--- config.mk ---
export PLATFORM = sky130hd
export DESIGN_NAME = async_serial_tx_events
export DESIGN_NICKNAME = d
export VERILOG_FILES = /design/src/core/uart_tx_pkg.sv /design/src/core/baud_if.sv /design/src/core/async_serial_tx_events.sv /design/src/core/baud_tick_gen.sv
export VERILOG_INCLUDE_DIRS = /design/src /design/src/core
export SDC_FILE = /design/constraint.sdc
export NUM_CORES = 1
export LEC_CHECK = 0
export BUFFER_PORTS_ARGS = -buffer_cell sky130_fd_sc_hd__buf_2
export CORE_MARGIN = 5
export CORE_UTILIZATION = 35
export DETAILED_ROUTE_END_ITERATION = 16
export HOLD_SLACK_MARGIN = 0.1
export PLACE_DENSITY = 0.5
export SYNTH_ARGS = -nofsm -noshare
export SYNTH_HDL_FRONTEND = slang
export SYNTH_SLANG_ARGS = --single-unit
--- constraint.sdc ---
create_clock -name clk_sys -period 3.6 [get_ports clk_sys]
set_input_delay 0.36 -clock clk_sys [delete_from_list [all_inputs] [get_ports clk_sys]]
set_output_delay 0.36 -clock clk_sys [all_outputs]
set_load 0.01 [all_outputs]
--- src/core/uart_tx_regs.svh ---
// Constants for the asynchronous serial transmitter.
`ifndef UART_TX_REGS_SVH
`define UART_TX_REGS_SVH

`define TX_DATA_W       9
`define TX_DIV_W        8
`define TX_CNT_W        4
`define TX_LEN_7        2'h0
`define TX_LEN_8        2'h1
`define TX_LEN_9        2'h2
`define TX_BITS_7       4'h7
`define TX_BITS_8       4'h8
`define TX_BITS_9       4'h9
`define TX_PAR_NONE     2'h0
`define TX_PAR_EVEN     2'h1
`define TX_PAR_ODD      2'h2
`define TX_PRE_W        5
`define TX_PRE_32       5'h1F
`define TX_PRE_16       5'h0F
`define TX_PRE_8        5'h07
`define TX_PRE_START    5'h01
`define TX_LINE_IDLE    1'h1
`define TX_LINE_START   1'h0

`endif

--- src/core/uart_tx_pkg.sv ---
// Types shared by the asynchronous serial transmitter.
package uart_tx_pkg;
    typedef enum logic [1:0] {
        SPEED_X32,
        SPEED_X16,
        SPEED_X8
    } speed_t;

    typedef enum {
        ST_IDLE,
        ST_START,
        ST_DATA,
        ST_PARITY,
        ST_STOP
    } tx_state_t;
endpackage

--- src/core/baud_if.sv ---
// Interface between the frame engine and the bit-rate tick generator.
`timescale 1ns/100ps
`default_nettype none
`include "uart_tx_regs.svh"
interface baud_if #(parameter int DIV_W = `TX_DIV_W);
    logic                    run;
    uart_tx_pkg::speed_t     speed;
    logic [DIV_W-1:0]        divider;
    logic                    tick;

    modport gen  (input run, input speed, input divider, output tick);
    modport user (output run, output speed, output divider, input tick);
endinterface
`default_nettype wire

--- src/core/async_serial_tx_events.sv ---
// Asynchronous serial transmitter with data-empty and transmission-done events.
`timescale 1ns/100ps
`default_nettype none
`include "uart_tx_regs.svh"
// Functional notes
// - While transmission is off the output line is left undriven.
// - With the data-empty request enable on, turning transmission on sets the data-empty pending flag and raises that event.
// - Each hand-off from the data buffer to the shift register raises the data-empty event.
// - With the data-empty request enable off no data-empty event is raised.
// - Once the last frame is fully out and nothing waits, the done event is raised.
// - Turning transmission off clears the done pending flag and floats the line.
// - The done request is forwarded only while its request enable is on.
// - Frames carry 7, 8 or 9 data bits, none/even/odd parity, 1 or 2 stops, either order.
// - With both speed selects low the bit rate is the clock over 32 times divider plus one.
module async_serial_tx_events #(
    parameter int DIV_W = `TX_DIV_W
) (
    input  wire logic                  clk_sys,
    input  wire logic                  rst_n,
    input  wire logic                  tx_on_bit,
    input  wire logic                  tx_empty_req_enable,
    input  wire logic                  tx_done_req_enable,
    input  wire logic [1:0]            data_len_sel,
    input  wire logic [1:0]            parity_mode,
    input  wire logic                  two_stop_bits,
    input  wire logic                  msb_first,
    input  wire logic                  double_speed_baud_select,
    input  wire logic                  bit_sample_clock_select,
    input  wire logic [DIV_W-1:0]      baud_divider,
    input  wire logic [`TX_DATA_W-1:0] tx_data,
    input  wire logic                  tx_data_write,
    input  wire logic                  tx_empty_pending_clear,
    input  wire logic                  tx_done_pending_clear,
    output var  logic                  txd_out,
    output var  logic                  txd_oe,
    output var  logic                  tx_empty_event,
    output var  logic                  tx_done_event,
    output var  logic                  tx_empty_pending,
    output var  logic                  tx_done_pending,
    output var  logic                  tx_buffer_full
);
    if (DIV_W < 1 || DIV_W > 16) begin : g_bad_div_w
        $error("DIV_W must lie between 1 and 16.");
    end

    baud_if #(.DIV_W(DIV_W)) bif ();

    baud_tick_gen #(.DIV_W(DIV_W)) u_baud (
        .clk_sys (clk_sys),
        .rst_n   (rst_n),
        .bif     (bif.gen)
    );

    uart_tx_pkg::tx_state_t state_reg;
    uart_tx_pkg::tx_state_t state_next;
    logic [`TX_DATA_W-1:0]  buf_reg;
    logic [`TX_DATA_W-1:0]  shift_reg;
    logic [`TX_CNT_W-1:0]   cnt_reg;
    logic [`TX_CNT_W-1:0]   cnt_next;
    logic                   on_reg;
    logic [1:0]             len_reg;
    logic [1:0]             pmode_reg;
    logic                   stop2_reg;
    logic                   msb_reg;
    logic                   line_next;

    wire [`TX_CNT_W-1:0]    nbits;
    wire [`TX_CNT_W-1:0]    bit_idx;
    wire [`TX_DATA_W-1:0]   masked;
    wire                    data_bit;
    wire                    par_bit;
    wire                    on_rise;
    wire                    idle;
    wire                    load;
    wire                    last_data;
    wire                    last_stop;
    wire                    frame_end;
    wire                    empty_raise;
    wire                    done_set;

    assign nbits     = (len_reg == `TX_LEN_7) ? `TX_BITS_7 :
                       (len_reg == `TX_LEN_9) ? `TX_BITS_9 : `TX_BITS_8;
    assign bit_idx   = msb_reg ? (nbits - cnt_next - 1'b1) : cnt_next;
    assign data_bit  = shift_reg[bit_idx];
    genvar gi;
    generate
        for (gi = 0; gi < `TX_DATA_W; gi++) begin : g_mask
            assign masked[gi] = (gi < nbits) ? shift_reg[gi] : 1'b0;
        end
    endgenerate
    assign par_bit   = (pmode_reg == `TX_PAR_ODD) ? ~(^masked) : (^masked);
    assign on_rise   = tx_on_bit && !on_reg;
    assign idle      = (state_reg == uart_tx_pkg::ST_IDLE);
    assign load      = on_reg && tx_on_bit && idle && tx_buffer_full;
    assign last_data = (cnt_reg == nbits - 1'b1);
    assign last_stop = two_stop_bits_q(stop2_reg, cnt_reg);
    assign frame_end = (state_reg == uart_tx_pkg::ST_STOP) && bif.tick && last_stop;
    assign empty_raise = (on_rise || load) && tx_empty_req_enable;
    assign done_set  = frame_end && !tx_buffer_full && tx_on_bit;

    function automatic logic two_stop_bits_q(input logic two, input logic [`TX_CNT_W-1:0] c);
        two_stop_bits_q = two ? (c != '0) : 1'b1;
    endfunction

    // The bit clock restarts with every frame so that the start bit has its full length.
    assign bif.run     = !idle;
    assign bif.divider = baud_divider;
    assign bif.speed   = (double_speed_baud_select && bit_sample_clock_select) ?
                         uart_tx_pkg::SPEED_X8 :
                         (double_speed_baud_select || bit_sample_clock_select) ?
                         uart_tx_pkg::SPEED_X16 : uart_tx_pkg::SPEED_X32;

    always_comb begin
        state_next = state_reg;
        cnt_next   = cnt_reg;
        unique case (state_reg)
            uart_tx_pkg::ST_IDLE: begin
                if (load) begin
                    state_next = uart_tx_pkg::ST_START;
                    cnt_next   = '0;
                end
            end
            uart_tx_pkg::ST_START: begin
                if (bif.tick) begin
                    state_next = uart_tx_pkg::ST_DATA;
                end
            end
            uart_tx_pkg::ST_DATA: begin
                if (bif.tick) begin
                    cnt_next = last_data ? '0 : cnt_reg + 1'b1;
                    if (last_data) begin
                        state_next = (pmode_reg == `TX_PAR_NONE) ?
                                     uart_tx_pkg::ST_STOP : uart_tx_pkg::ST_PARITY;
                    end
                end
            end
            uart_tx_pkg::ST_PARITY: begin
                if (bif.tick) begin
                    state_next = uart_tx_pkg::ST_STOP;
                end
            end
            uart_tx_pkg::ST_STOP: begin
                if (bif.tick) begin
                    cnt_next = cnt_reg + 1'b1;
                    if (last_stop) begin
                        state_next = uart_tx_pkg::ST_IDLE;
                    end
                end
            end
        endcase
        if (!tx_on_bit) begin
            state_next = uart_tx_pkg::ST_IDLE;
        end
    end

    always_comb begin
        unique case (state_next)
            uart_tx_pkg::ST_START:  line_next = `TX_LINE_START;
            uart_tx_pkg::ST_DATA:   line_next = data_bit;
            uart_tx_pkg::ST_PARITY: line_next = par_bit;
            uart_tx_pkg::ST_IDLE,
            uart_tx_pkg::ST_STOP:   line_next = `TX_LINE_IDLE;
        endcase
    end

    always_ff @(posedge clk_sys or negedge rst_n) begin
        if (!rst_n) begin
            state_reg <= uart_tx_pkg::ST_IDLE;
            cnt_reg   <= '0;
            on_reg    <= 1'b0;
            txd_out   <= `TX_LINE_IDLE;
            txd_oe    <= 1'b0;
        end else begin
            state_reg <= state_next;
            cnt_reg   <= cnt_next;
            on_reg    <= tx_on_bit;
            txd_out   <= line_next;
            txd_oe    <= tx_on_bit;
        end
    end

    always_ff @(posedge clk_sys or negedge rst_n) begin
        if (!rst_n) begin
            buf_reg        <= '0;
            shift_reg      <= '0;
            tx_buffer_full <= 1'b0;
            len_reg        <= `TX_LEN_8;
            pmode_reg      <= `TX_PAR_NONE;
            stop2_reg      <= 1'b0;
            msb_reg        <= 1'b0;
        end else begin
            if (load) begin
                shift_reg <= buf_reg;
                len_reg   <= data_len_sel;
                pmode_reg <= parity_mode;
                stop2_reg <= two_stop_bits;
                msb_reg   <= msb_first;
            end
            if (tx_data_write && tx_on_bit) begin
                buf_reg <= tx_data;
            end
            tx_buffer_full <= tx_on_bit && ((tx_data_write) || (tx_buffer_full && !load));
        end
    end

    always_ff @(posedge clk_sys or negedge rst_n) begin
        if (!rst_n) begin
            tx_empty_event   <= 1'b0;
            tx_done_event    <= 1'b0;
            tx_empty_pending <= 1'b0;
            tx_done_pending  <= 1'b0;
        end else begin
            tx_empty_event   <= empty_raise;
            tx_empty_pending <= empty_raise || (tx_empty_pending && !tx_empty_pending_clear);
            tx_done_event    <= done_set && tx_done_req_enable;
            if (!tx_on_bit) begin
                tx_done_pending <= 1'b0;
            end else begin
                tx_done_pending <= (done_set && tx_done_req_enable) ||
                                   (tx_done_pending && !tx_done_pending_clear);
            end
        end
    end
endmodule
`default_nettype wire

--- src/core/baud_tick_gen.sv ---
// Bit-rate tick generator: one tick every prescale times (divider plus one) clocks.
`timescale 1ns/100ps
`default_nettype none
`include "uart_tx_regs.svh"
module baud_tick_gen #(
    parameter int DIV_W = `TX_DIV_W
) (
    input  wire logic clk_sys,
    input  wire logic rst_n,
    baud_if.gen       bif
);
    logic [`TX_PRE_W-1:0] pre_reg;
    logic [DIV_W-1:0]     div_reg;
    logic                 tick_reg;
    wire  [`TX_PRE_W-1:0] pre_top;
    wire                  pre_wrap;
    wire                  div_wrap;

    // The prescale follows the double-speed and sample-clock selects.
    assign pre_top  = (bif.speed == uart_tx_pkg::SPEED_X8)  ? `TX_PRE_8 :
                      (bif.speed == uart_tx_pkg::SPEED_X16) ? `TX_PRE_16 : `TX_PRE_32;
    assign pre_wrap = (pre_reg == pre_top);
    assign div_wrap = (div_reg == bif.divider);
    assign bif.tick = tick_reg;

    always_ff @(posedge clk_sys or negedge rst_n) begin
        if (!rst_n) begin
            pre_reg  <= '0;
            div_reg  <= '0;
            tick_reg <= 1'b0;
        end else if (!bif.run) begin
            // The registered tick costs one clock, so the prescaler starts one step ahead.
            pre_reg  <= `TX_PRE_START;
            div_reg  <= '0;
            tick_reg <= 1'b0;
        end else begin
            pre_reg  <= pre_wrap ? '0 : pre_reg + 1'b1;
            if (pre_wrap) begin
                div_reg <= div_wrap ? '0 : div_reg + 1'b1;
            end
            tick_reg <= pre_wrap && div_wrap;
        end
    end
endmodule
`default_nettype wire

* Word level (Yosys, flattened, before mapping)
Cells that the tools add are included.
** Storage, ports and cells
- Output and inout port bits :: 7
- Input bits :: 33
- Register bits :: 81
** Operators by class
- Magnitude comparators :: 10
- Muxes and demuxes :: 43
- Reductions and logical operators :: 36
- Equality and inequality tests :: 16
- Bitwise operators :: 1
- Add/sub/neg operators :: 6
** Operators with widths (number)
- $mux W32 :: 8
- $pmux W32 S5 :: 1
- $eq A32 B2 Y1 const B :: 4
- $logic_not A32 Y1 :: 3
- $eq A32 B1 Y1 const B :: 2
- $eq A32 B3 Y1 const B :: 2
- $eq A32 B4 Y1 const B :: 1
- $mux W4 :: 6
- $mux W8 :: 3
- $mux W5 :: 4
- $logic_and A1 B1 Y1 :: 17
- $lt A3 B4 Y1 const A :: 4
- $mux W1 :: 16
- $pmux W4 S3 :: 1
- $reduce_xor A9 Y1 :: 1
- $add A8 B1 Y8 const B :: 1
- $eq A8 B8 Y1 :: 1
- $lt A1 B4 Y1 const A :: 2
- $lt A2 B4 Y1 const A :: 2
- $sub A4 B1 Y4 const B :: 2
- $eq A2 B2 Y1 const B :: 3
- $add A5 B1 Y5 const B :: 1
- $eq A5 B5 Y1 :: 1
- $logic_not A1 Y1 :: 5
- other kinds (16) :: 21

* Depth between registers and ports, before layout
Gate-level depths: netlist of the first run.
- Depth after elaboration :: 14
- Gate-level depth with buffers :: 17
- Depth with buffers taken out :: 16

* Cells and area by module
Synthesis of the first run repeated with hierarchy kept, for this count alone.
** Second synthesis, totals
- Cell total of the unflattened synthesis :: 408
- Area, all modules :: 4166.5 um2
** By module, submodules not included
- async_serial_tx_events :: area each 3321.9 um2, times used 1, cells each 319, sequential area each 1679.1 um2
- baud_tick_gen :: area each 844.6 um2, times used 1, cells each 89, sequential area each 350.3 um2

* Worst setup path before layout of the first run
OpenSTA, ideal clock, no wires.
- Path kind :: register to register
- From :: reg state_reg[29]
- To :: reg txd_out
- Stages on the path, launching flop included :: 15
- Period minus slack after synthesis :: 3.320 ns
- Setup slack :: 0.280 ns
- Data arrival time :: 3.244 ns
- Data required time :: 3.524 ns
- Library setup time :: 0.076 ns
- Buffers on the path :: 0
- Path through :: dfrtp_1 -> nor4_2 -> nand4_2 -> or3_4 -> o32ai_2 -> inv_1 -> ha_1 -> ha_1 -> nand2_1 -> o21ai_1 -> nor2_1 -> mux2i_1 -> a2111oi_0 -> o311ai_1 -> a22oi_2
** On the way
- Longest elaborated chain between the ends :: 11
** Ends and longest elaborated chain
- start: declaration :: line async_serial_tx_events.sv:54 : uart_tx_pkg::tx_state_t state_reg;
- start signal: assignment :: line async_serial_tx_events.sv:168 : state_reg <= uart_tx_pkg::ST_IDLE;
- start signal: assignment :: line async_serial_tx_events.sv:174 : state_reg <= state_next;
- $logic_not A32 Y1 :: line async_serial_tx_events.sv:93 : assign idle = (state_reg == uart_tx_pkg::ST_IDLE);
- $logic_and A1 B1 Y1 (2 in a row) :: line async_serial_tx_events.sv:94 : assign load = on_reg && tx_on_bit && idle && tx_buffer_full;
- $mux W4 :: line async_serial_tx_events.sv:118 : if (load) begin
- $pmux W4 S3 * :: line async_serial_tx_events.sv:116 : unique case (state_reg)
- net cnt_next[0] :: line async_serial_tx_events.sv:59 : logic [`TX_CNT_W-1:0] cnt_next;
- $sub A4 B4 Y4 :: line async_serial_tx_events.sv:83 : assign bit_idx = msb_reg ? (nbits - cnt_next - 1'b1) : cnt_next;
- $sub A4 B1 Y4 :: line async_serial_tx_events.sv:83
- $mux W4 * :: line async_serial_tx_events.sv:83
- $bmux W1 S4 * :: line async_serial_tx_events.sv:84 : assign data_bit = shift_reg[bit_idx];
- $mux W1 (implied by the code) * :: line async_serial_tx_events.sv:84
- $pmux W1 S4 * :: line async_serial_tx_events.sv:157 : unique case (state_next)
- net line_next :: line async_serial_tx_events.sv:65 : logic line_next;
- end signal: assignment :: line async_serial_tx_events.sv:171 : txd_out <= `TX_LINE_IDLE;
- end signal: assignment :: line async_serial_tx_events.sv:177 : txd_out <= line_next;
- end: declaration :: line async_serial_tx_events.sv:34 : output var logic txd_out,
Mark *: on every way through the listed nets, which the timed path passes. The rest lies on a longest branch. The select of a mux whose other input is x is not followed.
A chain may end at the register's enable or synchronous reset.

* Worst setup path after layout of the first run
- From :: reg state_reg[12]
- To :: reg txd_out
The elaborated chain is that of the path after synthesis.

==> results.yml, run 1 <==
die:
  dieHeight_um: 118
  ioPinCount: 40
  die_area_um2: 14000
  fp-row-count: 39
  die_x_um: 118
  start_util_pct: 35.9
  core_area_um2: 11500
power:
  powerDensity_nw_per_um2: 520
  ir_worst_vdd_mv: 0.356
  leakagePower_nw: 2.26
layout:
  final_core_util_pct: 43.4
  layout.nets: 463
  fin_area_um2: 4980
  antennaDiodeCount: 0
  largest_register_ffs: 32
  final_cell_mix: "dfrtp_1, buf_2, and2_1, nand2_1, mux2_2"
  nFillCells: 1093
  final_cells: 571
  area_growth_pct: 21.1
  final_common_cell: "dfrtp_1"
  drive_gt1_share_pct: 31.5
sta:
  worst_pin_slew_ns: 1.04
  period_minus_slack_ns: 3.44
  post-route-period-util_pct: 95.5
  fmax_mhz: 291
  slew_viol_final: 0
  slew_headroom_pct: 30.8
  setup_viol: 0
  clock_skew_ns: 0.00811
  finalSetupTns_ns: 0
  finalHoldViolCount: 0
cts:
  cts_buffers: 9
  path_clk_slew_ns: 0.06
  worstSkewPairLatency_ns: 0.34
  h-tree-depth: 3
  cts_tree: "yes"
  hold_buffers: 0
  clockBufferDepth: 2
  cts_num_sinks: 81
  root_buffer: "clkbuf_16"
synthesis:
  synth-simple-area-share_pct: 20.8
  syn_inst: 369
  syn_nets: 409
  ys.flop_type: "dfrtp_1"
  async_flop_share_pct: 100
  synth_edf_count: 0
  synth.mux.area_fraction_pct: 7.27
  synth-xor-area-share_pct: 5.96
  ys_ff_latch: 81
  ys_types: 61
  avgSynthCellArea_um2: 11.1
  yosysWarnings: 0
  synth-compound-area-share_pct: 10.5
  synthAdderAreaFrac_pct: 2.13
  synth_seq_area_share_pct: 49.4
  syn_area_um2: 4110
  synth_top_family_by_area: "simple AND/OR/NAND/NOR gates"
drt:
  wire_per_inst_um: 15.3
  ant_nets: 0
  first_pass_iters: 4
  vias: 2864
  drt_iter0_drc: 100
  wl_um: 8720
  viasPerCell: 5.02
  drc: 0
critical_path:
  r2r_cells: 17
  cp_top_family: "simple AND/OR/NAND/NOR gates"
  path_buf_inv: 2
  r2r_start: "state_reg[12]$_DFF_PN0_"
  arrival_ns: 3.70
  crit_path_start_kind: "register"
  r2r-end: "txd_out$_DFF_PN1_"
  path_class: "register to register"
  crit_required_ns: 3.86
  cp_max_fo: 9
  crit_path_end_kind: "register"
  crit_slowest_cell: "or3_4"
  cpPeakStageDelay_ns: 0.43
  crit_chain: "nor4_4 -> nand4_2 -> or3_4 -> buf_12 -> nor2_2 -> nand2_1 -> nand2_1 -> inv_1 -> ha_4 -> or3_4 -> nor2_2 -> a31oi_2 -> o311ai_4 -> xor2_2 -> nor4bb_1 -> o311ai_1 -> a22oi_2"
  reg2reg_slack_ns: 0.16
job:
  maxCapViolCount: 0
placed_design:
  io_buffer_count: 39
  dpl.cell_count: 550
  placed_cell_area_um2: 4480
  place.gp.congestion: 0.820
  dp_hpwl_um: 6030
global_route:
  antenna_found_initial: 0
  grt_pass1_vias: 2807
  grt_usage_pct: 12.6
  grt_max_degree: 82
  grt-ovfl-total: 0
  grt_pass1_wl_um: 14500
min_path:
  hold_path_class: "primary input to asynchronous set/reset pin"
outcome:
  status: "complete, no violations"
power by group:
part	switching, mW	internal [mW]
sequential	0.0745	0.988
clock	0.360	0.647
combinational	0.249	0.272
kinds of logic (layout without fill, tap and decap cells):
group                      Yosys count  after routing
and+or+nand+nor                    141            141
DFF                                 81             81
AOI/OAI and AO/OA                   56             56
buffers and inverters               29             88
xor gates and xnor gates            28             28
muxes                               27             27
adders and majority gates            7              7
per-layer routing:
metal / vias to the layer above / share of wire (%) / track usage (%) / routed length [um]
met3: 9 / 3.6 / 3.92 / 310
met4: 0 / 1.4 / 4.54 / 120
li1: 1419 / - / - / -
met1: 1399 / 50 / 18.0 / 4330
met5: - / 0 / 0 / 0
met2: 37 / 45 / 18.1 / 3960
cell type report:
| cell class | count | area [um^2] | share of cell area (%) |
|---|---|---|---|
| Clock buffer | 12 | 256 | 5.15 |
| Clock inverter | 4 | 73.8 | 1.48 |
| Inverter | 15 | 56.3 | 1.13 |
| Multi-Input combinational cell | 259 | 2040 | 41.0 |
| Sequential cell | 81 | 2030 | 40.8 |
| Tap cell | 143 | 179 | 3.59 |
| Timing Repair Buffer | 57 | 345 | 6.93 |
repair_timing:
action / CTS / global route
gates resized for setup: 1 / 22
cloned: 0 / 0
endpoints found under the setup margin: 1 / 1
pin swaps: 0 / 17
endpoints found under the hold margin: 0 / 0
setup buffers: 0 / 5
stage by stage:
step | power [mW] | hold WS [ns] | setup slack (ns)
after global placement | 1.55 | 0.454 | 0.0690
final | 2.59 | 0.219 | 0.162
after detailed placement | 1.55 | 0.467 | 0.00741
after global routing | 2.72 | 0.243 | -0.0323
after CTS | 2.58 | 0.225 | 0.0390
after floorplan | 1.44 | 0.0644 | 0.280
worst max path at each step:
stage	to	from	cells past startpoint
6_report	txd_out$_DFF_PN1_	state_reg[12]$_DFF_PN0_	17
5_1_grt	txd_out$_DFF_PN1_	state_reg[12]$_DFF_PN0_	17
4_1_cts	txd_out$_DFF_PN1_	state_reg[25]$_DFF_PN0_	15
3_5_place_dp	txd_out$_DFF_PN1_	state_reg[9]$_DFF_PN0_	15
3_3_place_gp	txd_out$_DFF_PN1_	state_reg[9]$_DFF_PN0_	15
2_1_floorplan	txd_out$_DFF_PN1_	state_reg[29]$_DFF_PN0_	14
cell usage after synthesis, types with 2 or more instances:
library cell  count  share of area (%)
or3_4             3               0.82
or2_2             2               0.30
a31oi_1           2               0.30
nor4_1            9                1.4
nand3b_1          2               0.37
mux2i_1           4               0.97
a2111oi_0         2               0.43
nand4_1           6               0.91
and2_1           28                4.3
nand4_2           2               0.61
buf_6             7                1.9
a21oi_1           8               0.97
nor2b_1           7                1.1
ha_1              7                2.1
o21ai_0          10                1.2
inv_1            15                1.4
a211oi_1          4               0.73
xor2_1           16                3.4
dfrtp_1          79                 48
nor3b_1           4               0.73
or3_1             3               0.46
nor3_1            8               0.97
xnor2_1          12                2.6
clkbuf_1          5               0.46
mux2_2           23                6.3
nand2b_1          3               0.46
o211ai_1          3               0.55
o21a_1            6                1.1
and3_1            2               0.30
a21boi_0          3               0.55
nor4bb_1          2               0.49
a21o_1            3               0.55
nor2_1           16                1.5
dfstp_2           2                1.3
nor4_2            3               0.91
nand3_1           8               0.97
nand2_1          26                2.4
No activity file was read; power rests on OpenSTA's default activity.
==> run 2: changes to the inputs <==
--- a/config.mk
+++ b/config.mk
@@ -6,12 +6,12 @@
 export SDC_FILE = /design/constraint.sdc
 export NUM_CORES = 1
 export LEC_CHECK = 0
-export BUFFER_PORTS_ARGS = -buffer_cell sky130_fd_sc_hd__buf_2
 export CORE_MARGIN = 5
 export CORE_UTILIZATION = 35
 export DETAILED_ROUTE_END_ITERATION = 16
+export DONT_BUFFER_PORTS = 1
 export HOLD_SLACK_MARGIN = 0.1
-export PLACE_DENSITY = 0.5
+export PLACE_DENSITY = 0.47
 export SYNTH_ARGS = -nofsm -noshare
 export SYNTH_HDL_FRONTEND = slang
 export SYNTH_SLANG_ARGS = --single-unit
==> run 2 against run 1 <==
- non-clock buffer count down 34
- first-iteration DRC count up 54%
- combinational power about the same
- final cell count down 6.1%
- register-to-register slack better by 0.02 ns
- critical path type unchanged
- critical endpoint unchanged
- largest power group unchanged
- highest routed layer unchanged
==> results.yml, run 2 (synthesized netlist as in run 1, its figures left out) <==
power:
  powerDensity_nw_per_um2: 505
  ir_worst_vdd_mv: 0.332
  leakagePower_nw: 2.13
drt:
  wire_per_inst_um: 16.5
  drc: 0
  viasPerCell: 5.16
  first_pass_iters: 5
  wl_um: 8830
  drt_iter0_drc: 154
  ant_nets: 0
  vias: 2766
die:
  fp-row-count: 39
  ioPinCount: 40
  die_area_um2: 14000
  core_area_um2: 11500
  die_x_um: 118
  start_util_pct: 35.9
  dieHeight_um: 118
critical_path:
  arrival_ns: 3.69
  crit_required_ns: 3.87
  crit_path_end_kind: "register"
  r2r-end: "txd_out$_DFF_PN1_"
  crit_slowest_cell: "or3_4"
  path_buf_inv: 2
  path_class: "register to register"
  cp_top_family: "simple AND/OR/NAND/NOR gates"
  r2r_start: "state_reg[17]$_DFF_PN0_"
  cpPeakStageDelay_ns: 0.45
  r2r_cells: 14
  crit_path_start_kind: "register"
  reg2reg_slack_ns: 0.18
  crit_chain: "nor4_2 -> nand4_4 -> or3_4 -> o32ai_4 -> inv_1 -> ha_2 -> buf_6 -> and4_2 -> o211ai_1 -> o311ai_4 -> xor2_2 -> nor4bb_1 -> o311ai_1 -> a22oi_2"
  cp_max_fo: 4
global_route:
  grt_pass1_vias: 2863
  grt_pass1_wl_um: 14800
  grt_max_degree: 82
  grt-ovfl-total: 0
  antenna_found_initial: 0
  grt_usage_pct: 13.1
sta:
  post-route-period-util_pct: 95.0
  finalHoldViolCount: 0
  finalSetupTns_ns: 0
  worst_pin_slew_ns: 0.666
  clock_skew_ns: 0.00788
  slew_headroom_pct: 54.5
  fmax_mhz: 292
  setup_viol: 0
  period_minus_slack_ns: 3.42
  slew_viol_final: 0
layout:
  nFillCells: 1097
  multiInputGateArea_um2: 2090
  seqCellArea_um2: 2030
  area_growth_pct: 17.6
  antennaDiodeCount: 0
  final_cells: 536
  largest_register_ffs: 32
  drive_gt1_share_pct: 25.7
  layout.nets: 429
  final_cell_mix: "dfrtp_1, and2_1, nand2_1, mux2_2, buf_4"
  final_common_cell: "dfrtp_1"
placed_design:
  place.gp.congestion: 0.826
  dp_hpwl_um: 6030
  dpl.cell_count: 516
  io_buffer_count: 0
job:
  maxCapViolCount: 0
min_path:
  hold_path_class: "primary input to register"
  worstHoldPathCells: 2
  hold_path_end: "len_reg[0]$_DFFE_PN1P_"
  holdCritStartpoint: "data_len_sel[0]"
cts:
  root_buffer: "clkbuf_16"
  cts_buffers: 9
  h-tree-depth: 3
  worstSkewPairLatency_ns: 0.34
  cts_num_sinks: 81
  path_clk_slew_ns: 0.06
  cts_tree: "yes"
  clockBufferDepth: 2
outcome:
  status: "complete, no violations"
[run 2: cell count changes in the layout (fill, tap and decap cells not counted), sizes merged]
cell and change:
clkinv +1, inv -1, clkbuf +1, bufinv -2
dlygate4sd3 +2, buf -36
[run 2: what timing repair did]
item	CTS	global route
endpoints found under the setup margin	1	1
hold buffers	3	0
pin swaps	0	14
setup buffers	0	2
resized for setup	1	31
endpoints found under the hold margin	83	0
cloned	0	0
[run 2: layer usage]
metal	global-route usage, %	part of all wire, %	vias to the layer above
met1	17.0	47	1366
li1	-	-	1353
met4	5.74	2.0	0
met5	0	0	-
met3	4.44	4.0	14
met2	20.0	47	33
[run 2: area by class of cell]
type                            count  area share (%)
Timing Repair Buffer               23            4.24
Inverter                           15            1.16
Tap cell                          143            3.70
Clock buffer                       13            5.38
Sequential cell                    81            42.0
Clock inverter                      2           0.285
Multi-Input combinational cell    259            43.2
[run 2: power by group]
| part | internal (mW) | switching, mW | total [mW] |
|---|---|---|---|
| Combinational | 0.268 | 0.254 | 0.523 |
| Sequential | 0.988 | 0.0737 | 1.06 |
| Clock | 0.501 | 0.355 | 0.856 |
| Total | 1.76 | 0.683 | 2.44 |
[run 2: metrics by stage]
step	util [%]	hold WS, ns	instance area, um^2	worst slack, ns	power, mW
2_1_floorplan	-	0.0644	4110	0.280	1.44
3_3_place_gp	37.7	0.0681	4320	0.107	1.51
3_5_place_dp	37.7	0.0684	4320	-0.0343	1.52
4_1_cts	40.5	0.110	4640	0.0273	2.42
5_1_grt	42.2	0.148	4830	-0.0247	2.58
6_report	42.2	0.128	4830	0.180	2.44
[run 2: worst max path at each step]
stage	from	end	depth (start not counted)
CTS	state_reg[13]$_DFF_PN0_	txd_out$_DFF_PN1_	15
detailed placement	state_reg[13]$_DFF_PN0_	txd_out$_DFF_PN1_	15
global route	state_reg[25]$_DFF_PN0_	txd_out$_DFF_PN1_	16
global placement	state_reg[25]$_DFF_PN0_	txd_out$_DFF_PN1_	14
floorplan	state_reg[29]$_DFF_PN0_	txd_out$_DFF_PN1_	14
finish	state_reg[17]$_DFF_PN0_	txd_out$_DFF_PN1_	14
[run 2: worst register-to-register path, cell delays in order, from the launching register on]
cell and delay [ns]:
dfrtp_1 0.38, nor4_2 0.36, nand4_4 0.15, or3_4 0.45, o32ai_4 0.25, inv_1 0.08
ha_2 0.19, buf_6 0.12, and4_2 0.20, o211ai_1 0.13, o311ai_4 0.16, xor2_2 0.23
nor4bb_1 0.30, o311ai_1 0.14, a22oi_2 0.20
